[src/rtl/clock_routing_pkg.sv]
package clock_routing_pkg;
  localparam int unsigned NUM_OUTPUTS    = 8;
  localparam int unsigned NUM_PLLS       = 2;
  localparam int unsigned RDIV_W         = 3;
  localparam int unsigned RDIV_CNT_W     = 7;
  localparam int unsigned PREDIV_W       = 2;
  localparam int unsigned PREDIV_CNT_W   = 2;
  localparam int unsigned LOAD_CAP_W     = 2;
  // output divider exponent range, divide by 2**n
  localparam logic [2:0]  RDIV_MIN       = 3'h1;
  localparam logic [2:0]  RDIV_MAX       = 3'h7;
  // reference source select
  localparam logic        SRC_EXT_REF    = 1'b0;
  localparam logic        SRC_CRYSTAL    = 1'b1;
  // pll select for each fractional divider
  localparam logic        SEL_FIRST_PLL  = 1'b0;
  localparam logic        SEL_SECOND_PLL = 1'b1;
  // crystal load capacitance codes
  localparam logic [1:0]  CAP_0PF        = 2'h0;
  localparam logic [1:0]  CAP_6PF        = 2'h1;
  localparam logic [1:0]  CAP_8PF        = 2'h2;
  localparam logic [1:0]  CAP_10PF       = 2'h3;
  localparam logic [1:0]  CAP_RESET      = 2'h0;
  // frequency limits, in kHz
  localparam int unsigned EXT_REF_MIN_KHZ  = 10000;
  localparam int unsigned EXT_REF_MAX_KHZ  = 100000;
  localparam int unsigned PLL_IN_MAX_KHZ   = 30000;
  localparam int unsigned HIGH_FREQ_KHZ    = 112500;
  localparam real         OUT_MIN_KHZ      = 2.5;
  // disabled-state encoding
  typedef enum logic [1:0] {
    STOP_LOW  = 2'h0,
    STOP_HIGH = 2'h1,
    STOP_HIZ  = 2'h2
  } stop_state_e;
  localparam logic [1:0]  STOP_RESET     = 2'h0;
  localparam logic        INV_RESET      = 1'b0;
  localparam logic        EN_RESET       = 1'b0;
  localparam logic [2:0]  RDIV_RESET     = 3'h1;
endpackage : clock_routing_pkg

[src/rtl/gate_ctrl_if.sv]
`timescale 1ns/1ps
`default_nettype none
interface gate_ctrl_if;
  logic       src_clk;
  logic       out_on;
  logic       spread_ok;
  logic [2:0] rdiv_n;
  logic       invert;
  logic [1:0] stop_state;
  logic       level;
  logic       oe;
  logic       spread_act;
  modport top  (output src_clk, out_on, spread_ok, rdiv_n, invert, stop_state,
                input level, oe, spread_act);
  modport gate (input src_clk, out_on, spread_ok, rdiv_n, invert, stop_state,
                output level, oe, spread_act);
endinterface : gate_ctrl_if
`default_nettype wire

[src/rtl/ref_prediv.sv]
`timescale 1ns/1ps
`default_nettype none
// divides the external reference by 1, 2, 3 or 4 (div_sel + 1)
module ref_prediv (
  input  wire logic                                  clk,
  input  wire logic                                  rst,
  input  wire logic                                  ref_tick,
  input  wire logic [clock_routing_pkg::PREDIV_W-1:0] div_sel,
  output logic                                       div_tick
);
  logic [clock_routing_pkg::PREDIV_CNT_W-1:0] cnt_ff;
  logic [clock_routing_pkg::PREDIV_CNT_W-1:0] nxt_cnt;
  logic                                       tick_ff;
  logic                                       nxt_tick;

  always_comb begin
    nxt_cnt  = cnt_ff;
    nxt_tick = 1'b0;
    if (ref_tick) begin
      if (cnt_ff >= div_sel) begin
        nxt_cnt  = '0;
        nxt_tick = 1'b1;
      end else begin
        nxt_cnt = cnt_ff + 2'h1;
      end
    end
  end

  always_ff @(posedge clk or posedge rst) begin
    if (rst) begin
      cnt_ff  <= '0;
      tick_ff <= 1'b0;
    end else begin
      cnt_ff  <= nxt_cnt;
      tick_ff <= nxt_tick;
    end
  end

  assign div_tick = tick_ff;
endmodule : ref_prediv
`default_nettype wire

[src/rtl/out_gate.sv]
`timescale 1ns/1ps
`default_nettype none
// one output: integer 2**n divider plus glitchless enable gating
module out_gate (
  input  wire logic clk,
  input  wire logic rst,
  gate_ctrl_if.gate g
);
  logic [clock_routing_pkg::RDIV_CNT_W-1:0] cnt_ff, nxt_cnt;
  logic                                     run_ff, nxt_run;
  logic                                     lvl_ff, nxt_lvl;
  logic                                     oe_ff, nxt_oe;
  logic                                     src_d_ff;
  logic                                     sp_ff, nxt_sp;
  logic                                     src_rise;
  logic [2:0]                               n_eff;
  logic                                     wave;
  logic                                     lead;
  logic                                     period_end;

  always_comb begin
    // exponent clamped 1..7
    n_eff = g.rdiv_n;
    if (n_eff < clock_routing_pkg::RDIV_MIN) n_eff = clock_routing_pkg::RDIV_MIN;
    src_rise   = g.src_clk & ~src_d_ff;
    // high in the first half, so a wrap is a rising edge
    wave       = ~cnt_ff[n_eff - 3'h1];
    // leading edge: counter wraps to zero, wave goes high
    lead       = src_rise && ((cnt_ff | ~((7'h1 << n_eff) - 7'h1)) == 7'h7f);
    period_end = lead;
    nxt_cnt    = src_rise ? cnt_ff + 7'h1 : cnt_ff;
    if (src_rise && lead) nxt_cnt = '0;
    nxt_run = run_ff;
    // start on leading edge
    if (!run_ff && g.out_on && lead) nxt_run = 1'b1;
    // finish full period
    if (run_ff && !g.out_on && period_end) nxt_run = 1'b0;
    nxt_lvl = lvl_ff;
    nxt_oe  = 1'b1;
    if (nxt_run) begin
      nxt_lvl = (lead ? 1'b1 : wave) ^ g.invert;
    end else begin
      // configured stop state
      case (g.stop_state)
        clock_routing_pkg::STOP_HIGH: nxt_lvl = 1'b1;
        clock_routing_pkg::STOP_HIZ: begin
          nxt_lvl = 1'b0;
          nxt_oe  = 1'b0;
        end
        default: nxt_lvl = 1'b0;
      endcase
    end
    nxt_sp = g.spread_ok & nxt_run;
  end

  always_ff @(posedge clk or posedge rst) begin
    if (rst) begin
      cnt_ff   <= '0;
      run_ff   <= 1'b0;
      lvl_ff   <= 1'b0;
      oe_ff    <= 1'b1;
      src_d_ff <= 1'b0;
      sp_ff    <= 1'b0;
    end else begin
      cnt_ff   <= nxt_cnt;
      run_ff   <= nxt_run;
      lvl_ff   <= nxt_lvl;
      oe_ff    <= nxt_oe;
      src_d_ff <= g.src_clk;
      sp_ff    <= nxt_sp;
    end
  end

  assign g.level      = lvl_ff;
  assign g.oe         = oe_ff;
  assign g.spread_act = sp_ff;
endmodule : out_gate
`default_nettype wire

[src/rtl/clock_routing_output_gating.sv]
// Notes on behaviour
// outputs enabled while outputs_off_pin low, disabled while high
// disabled output goes high, low or high impedance as configured
// enabled output starts only at first leading edge after pin falls
// on disable the current full output period completes first
// spread_gate_pin low suppresses spread on all spread-enabled outputs
// spread allowed only on outputs fed by the first pll
// each pll picks external reference or crystal independently
// each fractional divider picks first or second pll independently
// tuned path comes from second pll only, may feed many dividers
// software keeps at most two distinct frequencies above 112.5 MHz
// external reference 10 to 100 MHz, prescaled to at most 30 MHz
// integer output divider after each fractional divider, down to 2.5 kHz
// crystal load capacitance selects 0, 6, 8 or 10 pF
// output divider is two to the n, n from 1 to 7
// each output has its own enable and invert settings
// pin levels pass two flip-flops before gating acts on them
`timescale 1ns/1ps
`default_nettype none
module clock_routing_output_gating (
  input  wire logic                                          clk,
  input  wire logic                                          rst,
  input  wire logic                                          outputs_off_pin_n,
  input  wire logic                                          spread_gate_pin,
  input  wire logic                                          crystal_reference,
  input  wire logic                                          external_ref_input,
  input  wire logic                                          first_pll_clk,
  input  wire logic                                          second_pll_clk,
  input  wire logic                                          tune_voltage_input,
  input  wire logic [clock_routing_pkg::NUM_PLLS-1:0]        pll_ref_sel,
  input  wire logic [clock_routing_pkg::PREDIV_W-1:0]        ext_prediv_sel,
  input  wire logic [clock_routing_pkg::LOAD_CAP_W-1:0]      load_cap_sel,
  input  wire logic                                          tuned_mode,
  input  wire logic [clock_routing_pkg::NUM_OUTPUTS-1:0]     div_pll_sel,
  input  wire logic [clock_routing_pkg::NUM_OUTPUTS-1:0]     out_enable,
  input  wire logic [clock_routing_pkg::NUM_OUTPUTS-1:0]     out_invert,
  input  wire logic [clock_routing_pkg::NUM_OUTPUTS-1:0]     spread_enable,
  input  wire logic [clock_routing_pkg::NUM_OUTPUTS*3-1:0]   rdiv_exp,
  input  wire logic [clock_routing_pkg::NUM_OUTPUTS*2-1:0]   stop_state,
  output logic [clock_routing_pkg::NUM_PLLS-1:0]             pll_ref_out,
  output logic                                               ext_ref_div_tick,
  output logic [clock_routing_pkg::LOAD_CAP_W-1:0]           load_cap_out,
  output logic                                               tune_active,
  output logic [clock_routing_pkg::NUM_OUTPUTS-1:0]          div_src_clk,
  output logic [clock_routing_pkg::NUM_OUTPUTS-1:0]          clock_output,
  output logic [clock_routing_pkg::NUM_OUTPUTS-1:0]          clock_output_oe,
  output logic [clock_routing_pkg::NUM_OUTPUTS-1:0]          spread_active
);
  localparam int unsigned N = clock_routing_pkg::NUM_OUTPUTS;

  // two-stage synchronisers for pins and async clocks
  logic [6:0] s1_ff;
  logic [6:0] s2_ff;
  logic [6:0] nxt_s1;
  logic       tune_s;
  logic       off_n_s;
  logic       sgate_s;
  logic       crystal_reference_s;
  logic       ext_s;
  logic       pa_s;
  logic       pb_s;
  logic       ext_d_ff;
  logic       nxt_ext_d;
  logic       ext_rise;
  logic       prediv_tick;

  always_comb begin
    nxt_s1 = {tune_voltage_input, outputs_off_pin_n, spread_gate_pin, crystal_reference,
              external_ref_input, first_pll_clk, second_pll_clk};
    nxt_ext_d = ext_s;
  end

  // two-flop synchroniser
  always_ff @(posedge clk or posedge rst) begin
    if (rst) begin
      s1_ff    <= 7'h3f;
      s2_ff    <= 7'h3f;
      // same as synced reset level, no false edge
      ext_d_ff <= 1'b1;
    end else begin
      s1_ff    <= nxt_s1;
      s2_ff    <= s1_ff;
      ext_d_ff <= nxt_ext_d;
    end
  end

  assign tune_s   = s2_ff[6];
  assign off_n_s  = s2_ff[5];
  assign sgate_s  = s2_ff[4];
  assign crystal_reference_s   = s2_ff[3];
  assign ext_s    = s2_ff[2];
  assign pa_s     = s2_ff[1];
  assign pb_s     = s2_ff[0];
  assign ext_rise = ext_s & ~ext_d_ff;

  // external reference prescaler
  ref_prediv u_prediv (
    .clk      (clk),
    .rst      (rst),
    .ref_tick (ext_rise),
    .div_sel  (ext_prediv_sel),
    .div_tick (prediv_tick)
  );

  // first stage crosspoint and config registers
  logic [clock_routing_pkg::NUM_PLLS-1:0]   ref_ff, nxt_ref;
  logic [clock_routing_pkg::LOAD_CAP_W-1:0] cap_ff, nxt_cap;
  logic                                     tick_ff, nxt_tick;
  logic                                     tune_ff, nxt_tune;
  logic [N-1:0]                             dsrc_ff, nxt_dsrc;
  logic [N-1:0]                             sel_eff;

  always_comb begin
    for (int p = 0; p < clock_routing_pkg::NUM_PLLS; p++) begin
      // per-pll reference select
      nxt_ref[p] = (pll_ref_sel[p] == clock_routing_pkg::SRC_CRYSTAL) ? crystal_reference_s : ext_s;
    end
    // load capacitance setting
    nxt_cap  = load_cap_sel;
    nxt_tick = prediv_tick;
    nxt_tune = tuned_mode & tune_s;
    for (int i = 0; i < N; i++) begin
      // tuned path forces second pll
      sel_eff[i] = tuned_mode ? clock_routing_pkg::SEL_SECOND_PLL : div_pll_sel[i];
      // per-divider pll select
      nxt_dsrc[i] = (sel_eff[i] == clock_routing_pkg::SEL_SECOND_PLL) ? pb_s : pa_s;
    end
  end

  always_ff @(posedge clk or posedge rst) begin
    if (rst) begin
      ref_ff  <= '0;
      cap_ff  <= clock_routing_pkg::CAP_RESET;
      tick_ff <= 1'b0;
      tune_ff <= 1'b0;
      dsrc_ff <= '0;
    end else begin
      ref_ff  <= nxt_ref;
      cap_ff  <= nxt_cap;
      tick_ff <= nxt_tick;
      tune_ff <= nxt_tune;
      dsrc_ff <= nxt_dsrc;
    end
  end

  assign pll_ref_out      = ref_ff;
  assign load_cap_out     = cap_ff;
  assign ext_ref_div_tick = tick_ff;
  assign tune_active      = tune_ff;
  assign div_src_clk      = dsrc_ff;

  // per-output gating
  logic [N-1:0] lvl_w;
  logic [N-1:0] oe_w;
  logic [N-1:0] sp_w;

  genvar gi;
  generate
    for (gi = 0; gi < N; gi++) begin : g_out
      gate_ctrl_if gc ();
      assign gc.src_clk    = dsrc_ff[gi];
      // shared pin and own enable
      assign gc.out_on     = ~off_n_s & out_enable[gi];
      // spread gating
      assign gc.spread_ok  = spread_enable[gi] & sgate_s & ~tuned_mode &
                             (sel_eff[gi] == clock_routing_pkg::SEL_FIRST_PLL);
      // output divider exponent
      assign gc.rdiv_n     = rdiv_exp[gi*3 +: 3];
      assign gc.invert     = out_invert[gi];
      assign gc.stop_state = stop_state[gi*2 +: 2];
      out_gate u_gate (
        .clk (clk),
        .rst (rst),
        .g   (gc)
      );
      assign lvl_w[gi] = gc.level;
      assign oe_w[gi]  = gc.oe;
      assign sp_w[gi]  = gc.spread_act;
    end
  endgenerate

  assign clock_output    = lvl_w;
  assign clock_output_oe = oe_w;
  assign spread_active   = sp_w;
endmodule : clock_routing_output_gating
`default_nettype wire

[config.mk]
export PLATFORM = sky130hd
export DESIGN_NAME = clock_routing_output_gating
export DESIGN_NICKNAME = d
export VERILOG_FILES = /design/src/rtl/clock_routing_pkg.sv /design/src/rtl/gate_ctrl_if.sv /design/src/rtl/ref_prediv.sv /design/src/rtl/out_gate.sv /design/src/rtl/clock_routing_output_gating.sv
export SDC_FILE = /design/constraint.sdc
export NUM_CORES = 1
export LEC_CHECK = 0
export BUFFER_PORTS_ARGS = -buffer_cell sky130_fd_sc_hd__buf_2
export CELL_PAD_IN_SITES_DETAIL_PLACEMENT = 0
export CELL_PAD_IN_SITES_GLOBAL_PLACEMENT = 2
export CORE_MARGIN = 2
export CORE_UTILIZATION = 37
export DETAILED_ROUTE_END_ITERATION = 6
export GPL_ROUTABILITY_DRIVEN = 0
export PLACE_DENSITY_LB_ADDON = 0.1
export SYNTH_ARGS = -nofsm -noshare
export SYNTH_HDL_FRONTEND = slang
export SYNTH_HIERARCHICAL = 1
export SYNTH_SLANG_ARGS = --single-unit
[constraint.sdc]
create_clock -name clk -period 2.4 [get_ports clk]
set_input_delay 0.12 -clock clk [delete_from_list [all_inputs] [get_ports clk]]
set_output_delay 0.12 -clock clk [all_outputs]
set_load 0.01 [all_outputs]
## Yosys cells after proc, flatten, opt, wreduce, memory -nomap -nowiden

Index checks and enable logic that the tools add are counted.

| storage, ports and cells | value |
|---|---|
| word-level logic and storage cells | 422 |
| memories kept | 0 |
| bits in registers | 128 |
| latch bits | 0 |
| output and inout port bits | 38 |
| ROM bits | 0 |
| bits in writable memories | 0 |
| bits of input ports | 88 |

| operators by class | value |
|---|---|
| multiplexer cells | 117 |
| bitwise operators | 101 |
| divide/modulo/power cells | 0 |
| equal/unequal tests | 24 |
| multipliers | 0 |
| reduce and logical (&&, ||, !) cells | 72 |
| magnitude comparators | 17 |
| add/sub/neg operators | 25 |
| shift operators | 8 |

Operators by type and width:

| cell | count |
|---|---|
| two-way mux 7 bit | 16 |
| two-way mux 1 bit | 84 |
| adder 7 x 1 -> 7 bit, second input constant | 8 |
| equality test 7 bit, second input constant | 8 |
| inverter 7 bit | 8 |
| bitwise OR 7 bit | 8 |
| << shifter 1 x 3 -> 7 bit, first input constant | 8 |
| subtractor 7 x 1 -> 7 bit, second input constant | 8 |
| AND 1 bit | 50 |
| logical AND 1 bit | 48 |
| less-than comparator 3 x 4 -> 1 bit, second input constant | 8 |
| inverter 1 bit | 27 |
| binary-select mux 1 bit (select 3 bit) | 8 |
| less-than comparator 3 x 1 -> 1 bit, second input constant | 8 |
| two-way mux 3 bit | 8 |
| subtractor 3 x 1 -> 3 bit, second input constant | 8 |
| equality test 2 x 1 -> 1 bit, second input constant | 8 |
| equality test 2 bit, second input constant | 8 |
| zero test 1 bit | 16 |
| nonzero test 2 bit | 8 |
| XOR 1 bit | 8 |
| adder 2 x 1 -> 2 bit, second input constant | 1 |
| >= comparator 2 bit | 1 |
| two-way mux 2 bit | 1 |

## Longest topological paths before layout

| depth | value |
|---|---|
| depth after elaboration | 12 |
| mapped depth | 11 |

## Modules after synthesis

Netlist, hierarchy kept.

By module, submodules not included:

| module | times used | area each (µm²) | cells each | sequential area each (µm²) |
|---|---|---|---|---|
| out_gate | 8 | 833.3 | 83 | 301.5 |
| clock_routing_output_gating | 1 | 1,203.7 | 91 | 742.0 |
| ref_prediv | 1 | 180.2 | 16 | 75.1 |

## Worst setup path after synthesis

No wires, ideal clock.

| timing path | value |
|---|---|
| kind | input-to-reg |
| from | input port rdiv_exp[1] (netlist bit) |
| to | register g_out[0].u_gate.oe_ff |
| stages on the path | 11 |
| path slack | 38 ps |
| required time | 2,312 ps |
| arrival | 2,274 ps |
| cell sequence | buf_6 o21bai_2 inv_1 ha_1 xnor2_4 o2111ai_2 a2111oi_4 buf_6 mux2i_1 inv_2 or3_1 |

| on the way | value |
|---|---|
| cells in the longest elaborated chain, start to end | 12 |

Ends and longest elaborated chain:

| what | RTL line | source |
|---|---|---|
| start, declared | clock_routing_output_gating.sv:38 | `input wire logic [clock_routing_pkg::NUM_OUTPUTS*3-1:0] rdiv_exp,` |
| less-than comparator 3 x 1 -> 1 bit | out_gate.sv:24 | `if (n_eff < clock_routing_pkg::RDIV_MIN) n_eff = clock_routing_pkg::RDIV_MIN;` |
| two-way mux 3 bit * | out_gate.sv:24 |  |
| << shifter 1 x 3 -> 7 bit * | out_gate.sv:29 | `lead = src_rise && ((cnt_ff \| ~((7'h1 << n_eff) - 7'h1)) == 7'h7f);` |
| subtractor 7 x 1 -> 7 bit * | out_gate.sv:29 |  |
| inverter 7 bit * | out_gate.sv:29 |  |
| bitwise OR 7 bit * | out_gate.sv:29 |  |
| equality test 7 bit * | out_gate.sv:29 |  |
| logical AND 1 bit * | out_gate.sv:29 |  |
| logical AND 1 bit | out_gate.sv:35 | `if (!run_ff && g.out_on && lead) nxt_run = 1'b1;` |
| two-way mux 1 bit | out_gate.sv:35 |  |
| two-way mux 1 bit * | out_gate.sv:37 | `if (run_ff && !g.out_on && period_end) nxt_run = 1'b0;` |
| named net g_out[0].u_gate.nxt_run | out_gate.sv:10 | `logic run_ff, nxt_run;` |
| two-way mux 1 bit * | out_gate.sv:40 | `if (nxt_run) begin` |
| named net g_out[0].u_gate.nxt_oe | out_gate.sv:12 | `logic oe_ff, nxt_oe;` |
| end signal, assigned | out_gate.sv:68 | `oe_ff <= nxt_oe;` |
| end, declared | out_gate.sv:12 |  |

The timed path passes the listed nets; every way through them passes the cells marked *.
A chain may end at the register's enable or synchronous reset.

## Worst setup path in the final report

| timing path | value |
|---|---|
| from | register dsrc_ff[0], in the netlist div_src_clk[0] |
| to | register g_out[0].u_gate.lvl_ff |

| on the way | value |
|---|---|
| cells in the longest elaborated chain, start to end | 6 |

Ends and longest elaborated chain:

| what | RTL line | source |
|---|---|---|
| start, declared | clock_routing_output_gating.sv:110 | `logic [N-1:0] dsrc_ff, nxt_dsrc;` |
| start signal, assigned | clock_routing_output_gating.sv:142 | `dsrc_ff <= nxt_dsrc;` |
| AND 1 bit * | out_gate.sv:25 | `src_rise = g.src_clk & ~src_d_ff;` |
| logical AND 1 bit * | out_gate.sv:29 |  |
| logical AND 1 bit | out_gate.sv:35 |  |
| two-way mux 1 bit | out_gate.sv:35 |  |
| two-way mux 1 bit | out_gate.sv:37 |  |
| two-way mux 1 bit * | out_gate.sv:40 |  |
| named net g_out[0].u_gate.nxt_lvl | out_gate.sv:11 | `logic lvl_ff, nxt_lvl;` |
| end signal, assigned | out_gate.sv:67 | `lvl_ff <= nxt_lvl;` |
| end, declared | out_gate.sv:11 |  |

Marked as above.

==> flow_results.xml <==
<?xml version="1.0" encoding="UTF-8"?>
<metrics>
  <group name="grt">
    <metric name="grt_start_max_net_pins" unit="">30</metric>
    <metric name="vias_in_the_first_global_route" unit="">6226</metric>
    <metric name="grt.total_usage" unit="%">17.0</metric>
    <metric name="grt_pass1_wl" unit="mm">30.4</metric>
    <metric name="number_of_antenna_violations_at_the_first_check_in_global_routing" unit="">0</metric>
    <metric name="global_route.overflow_total" unit="">0</metric>
  </group>
  <group name="yosys">
    <metric name="mappedNetlistNets" unit="">893</metric>
    <metric name="synth_enable_flop_cells" unit="">0</metric>
    <metric name="ys_seq_area_share" unit="%">40.1</metric>
    <metric name="synthesis.area" unit="µm²">8050</metric>
    <metric name="ys.warnings.count" unit="">6</metric>
    <metric name="synth-main-ff-cell" unit="">sky130_fd_sc_hd__dfrtp_1</metric>
    <metric name="yosys_register_bits" unit="">128</metric>
    <metric name="synth.area.top_cells" unit="">sky130_fd_sc_hd__dfrtp_1 (33%), sky130_fd_sc_hd__dfstp_2 (6.9%), sky130_fd_sc_hd__ha_1 (5.3%)</metric>
    <metric name="post-synth-top-area-cell" unit="">sky130_fd_sc_hd__dfrtp_1</metric>
    <metric name="post-synth-top-area-fraction" unit="%">33.3</metric>
    <metric name="synthesized_netlist_cell_count" unit="">771</metric>
    <metric name="synth_most_common_cell" unit="">sky130_fd_sc_hd__dfrtp_1</metric>
    <metric name="synth.top_cells.by_count" unit="">sky130_fd_sc_hd__dfrtp_1 (107), sky130_fd_sc_hd__nor2_1 (56), sky130_fd_sc_hd__inv_1 (44)</metric>
    <metric name="synth_area_per_inst" unit="µm²">10.4</metric>
    <metric name="synth_cell_types" unit="">44</metric>
    <metric name="synthArstFlopShare" unit="%">100</metric>
  </group>
  <group name="cts">
    <metric name="root_buffer" unit="">sky130_fd_sc_hd__clkbuf_16</metric>
    <metric name="cts_buffers" unit="">17</metric>
    <metric name="ctsResizeCount" unit="">0</metric>
    <metric name="htree_levels" unit="">4</metric>
    <metric name="cts_max_path_buffers" unit="">2</metric>
    <metric name="clock_insertion_delay_worst_skew" unit="ns">0.41</metric>
    <metric name="cts.reportedPaths.clkPinSlew" unit="ns">0.06</metric>
    <metric name="cts_tree" unit="">built</metric>
    <metric name="cts_num_sinks" unit="">128</metric>
  </group>
  <group name="drt">
    <metric name="routed_via_density" unit="">4.91</metric>
    <metric name="wl" unit="mm">18.5</metric>
    <metric name="detailed_route_via_count" unit="">6042</metric>
    <metric name="drt_iter0_drc" unit="">143</metric>
    <metric name="drt_pass1_iterations" unit="">7</metric>
    <metric name="post-route-drc-count" unit="">0</metric>
    <metric name="route.antenna.remaining_nets" unit="">0</metric>
    <metric name="wire_per_inst" unit="µm">15.1</metric>
  </group>
  <group name="die">
    <metric name="core.rowCount" unit="">53</metric>
    <metric name="die_w" unit="µm">152</metric>
    <metric name="io_pins" unit="">126</metric>
    <metric name="die-height" unit="µm">152</metric>
    <metric name="fp.dieArea" unit="µm²">23000</metric>
    <metric name="placeableCoreArea" unit="µm²">21200</metric>
    <metric name="initial_utilization" unit="%">37.9</metric>
  </group>
  <group name="timing">
    <metric name="slew-limit-headroom" unit="%">65.8</metric>
    <metric name="setup_viol" unit="">0</metric>
    <metric name="clock_skew" unit="ns">0.00736</metric>
    <metric name="hold_slack" unit="ns">0.0594</metric>
    <metric name="layout_worst_path_cycle_share" unit="%">88.3</metric>
    <metric name="slew_violations" unit="">0</metric>
    <metric name="rsz_0062_raised_after_global_routing" unit="">no</metric>
    <metric name="min_period" unit="ns">2.12</metric>
    <metric name="timing.final.hold_violations" unit="">0</metric>
    <metric name="post_layout_worst_setup_margin" unit="ns">0.282</metric>
    <metric name="fin_setup_tns" unit="ns">0</metric>
    <metric name="worst-slew-pin-transition" unit="ns">0.512</metric>
    <metric name="top_achievable_clock_speed" unit="MHz">472</metric>
  </group>
  <group name="setup_path">
    <metric name="cp_data_arrival_time" unit="ns">2.41</metric>
    <metric name="end_kind" unit="">register</metric>
    <metric name="regToRegEndpoint" unit="">g_out[0].u_gate/g.level$_DFF_PP0_</metric>
    <metric name="r2r_setup_slack" unit="ns">0.28</metric>
    <metric name="worstReg2RegStart" unit="">div_src_clk[0]$_DFF_PP0_</metric>
    <metric name="criticalPathCategory" unit="">register to register</metric>
    <metric name="critical_path.endpoint" unit="">g_out[0].u_gate/g.level$_DFF_PP0_</metric>
    <metric name="required" unit="ns">2.69</metric>
    <metric name="worstPathMaxFanout" unit="">10</metric>
    <metric name="cp-start-kind" unit="">register</metric>
    <metric name="startpoint" unit="">div_src_clk[0]$_DFF_PP0_</metric>
    <metric name="worstRegToRegCells" unit="">6</metric>
  </group>
  <group name="layout">
    <metric name="layout-drive-gt1-share" unit="%">32.7</metric>
    <metric name="nets" unit="">1064</metric>
    <metric name="num_antenna_cells" unit="">0</metric>
    <metric name="area.growth.synth_to_final" unit="%">22.6</metric>
    <metric name="utilization" unit="%">46.5</metric>
    <metric name="layout_cells_excl_fill" unit="">1230</metric>
  </group>
  <group name="power_and_ir_drop">
    <metric name="irDropWorstVdd" unit="µV">480</metric>
    <metric name="static-leakage-power" unit="nW">4.57</metric>
    <metric name="cellPowerDensity" unit="nW/µm²">852</metric>
  </group>
  <group name="hold_path">
    <metric name="worst_hold_path_type" unit="">input pin to register</metric>
    <metric name="holdPathStages" unit="">3</metric>
  </group>
  <group name="status">
    <metric name="run_status" unit="">completed</metric>
  </group>
  <group name="place">
    <metric name="pre_cts_ws" unit="ns">-0.00560</metric>
    <metric name="portBuffers" unit="">125</metric>
    <metric name="place_inst" unit="">1170</metric>
    <metric name="dp_hpwl" unit="mm">14.0</metric>
  </group>
  <group name="run">
    <metric name="cap_viol_max_count" unit="">0</metric>
  </group>
</metrics>
==> per-layer routing <==
layer  vias up  part of all wire [%]  track usage [%]
met3        16                   4.3             3.80
met4         0                   1.2             4.58
met5         -                     0                0
li1       3016                     -                -
met2       111                    49             29.0
met1      2899                    45             21.7
==> cells in the final DEF, fill, tap and decap left out, drive strengths merged, types with 9 or more instances in the layout <==
cell type / Yosys / final
nor2: 56 / 56
dfrtp: 107 / 107
nor3: 24 / 24
xor2: 24 / 24
mux2: 10 / 10
buf: 49 / 173
nand2b: 32 / 32
dlygate4sd3: 0 / 28
and4: 16 / 16
mux2i: 24 / 24
nor2b: 25 / 25
inv: 52 / 57
nand3b: 17 / 17
ha: 34 / 34
o21ai: 24 / 24
a21oi: 41 / 41
nand3: 32 / 32
or3b: 17 / 17
xnor2: 25 / 25
nand2: 32 / 32
a22oi: 9 / 9
dfstp: 21 / 21
clkbuf: 0 / 18
==> logic make-up after synthesis <==
family / share of synthesized area (%)
simple gates: 22.1
flops: 40.1
compound gates: 13.4
buf+inv: 7.54
xor+xnor: 7.20
mux: 4.38
fa+ha+maj: 5.28
==> layout make-up <==
cell class	count	area, µm²
Timing Repair Buffer	201	1270
Fill cell	1998	11400
Clock buffer	18	439
Multi-Input combinational cell	542	4210
Inverter	52	195
Sequential cell	128	3230
Clock inverter	14	180
Tap cell	275	344
==> critical path, stage by stage (launching register included) <==
cell	delay, ns
sky130_fd_sc_hd__dfrtp_1	0.39
sky130_fd_sc_hd__nor2b_1	0.31
sky130_fd_sc_hd__o21ai_0	0.21
sky130_fd_sc_hd__a2111oi_4	0.39
sky130_fd_sc_hd__buf_4	0.25
sky130_fd_sc_hd__nor4bb_1	0.06
sky130_fd_sc_hd__or3b_1	0.37
==> metrics by stage <==
| step | cell area (µm²) | power [mW] |
|---|---|---|
| 4_1_cts | 9870 | 8.54 |
| 5_1_grt | 9870 | 9.00 |
| 6_report | 9870 | 8.40 |
| 2_1_floorplan | 8050 | 5.08 |
| 3_3_place_gp | 8970 | 5.67 |
| 3_5_place_dp | 8970 | 5.74 |
==> state kept, by name, indices dropped and copies added, names as in the netlist, 7 cells and up <==
| register | cells |
|---|---|
| g_out.u_gate/cnt_ff | 56 |
| div_src_clk | 8 |
| g_out.u_gate/g.level | 8 |
| g_out.u_gate/g.oe | 8 |
| g_out.u_gate/g.spread_act | 8 |
| g_out.u_gate/run_ff | 8 |
| g_out.u_gate/src_d_ff | 8 |
| s1_ff | 7 |
| s2_ff | 7 |
==> worst min path at each step <==
stage | from | to
floorplan | rst | u_prediv/cnt_ff[0]$_DFFE_PP0P_
global placement | rst | u_prediv/div_tick$_DFF_PP0_
finish | div_pll_sel[1] | div_src_clk[1]$_DFF_PP0_
detailed placement | rst | u_prediv/div_tick$_DFF_PP0_
CTS | div_pll_sel[6] | div_src_clk[6]$_DFF_PP0_
global route | div_pll_sel[3] | div_src_clk[3]$_DFF_PP0_
==> power breakdown <==
part	internal [mW]	leakage (nW)	total [mW]	switching (mW)
Combinational	1.13	2.70	2.20	1.07
Clock	1.68	0.298	2.69	1.01
Sequential	2.78	1.58	3.51	0.732
==> timing repair <==
| item | CTS | global route |
|---|---|---|
| endpoints found under the setup margin | 0 | 0 |
| hold buffers | 28 | 0 |
| hold endpoints to repair | 126 | 0 |
| setup buffers | 0 | 0 |
(Power assumes the default switching activity.)
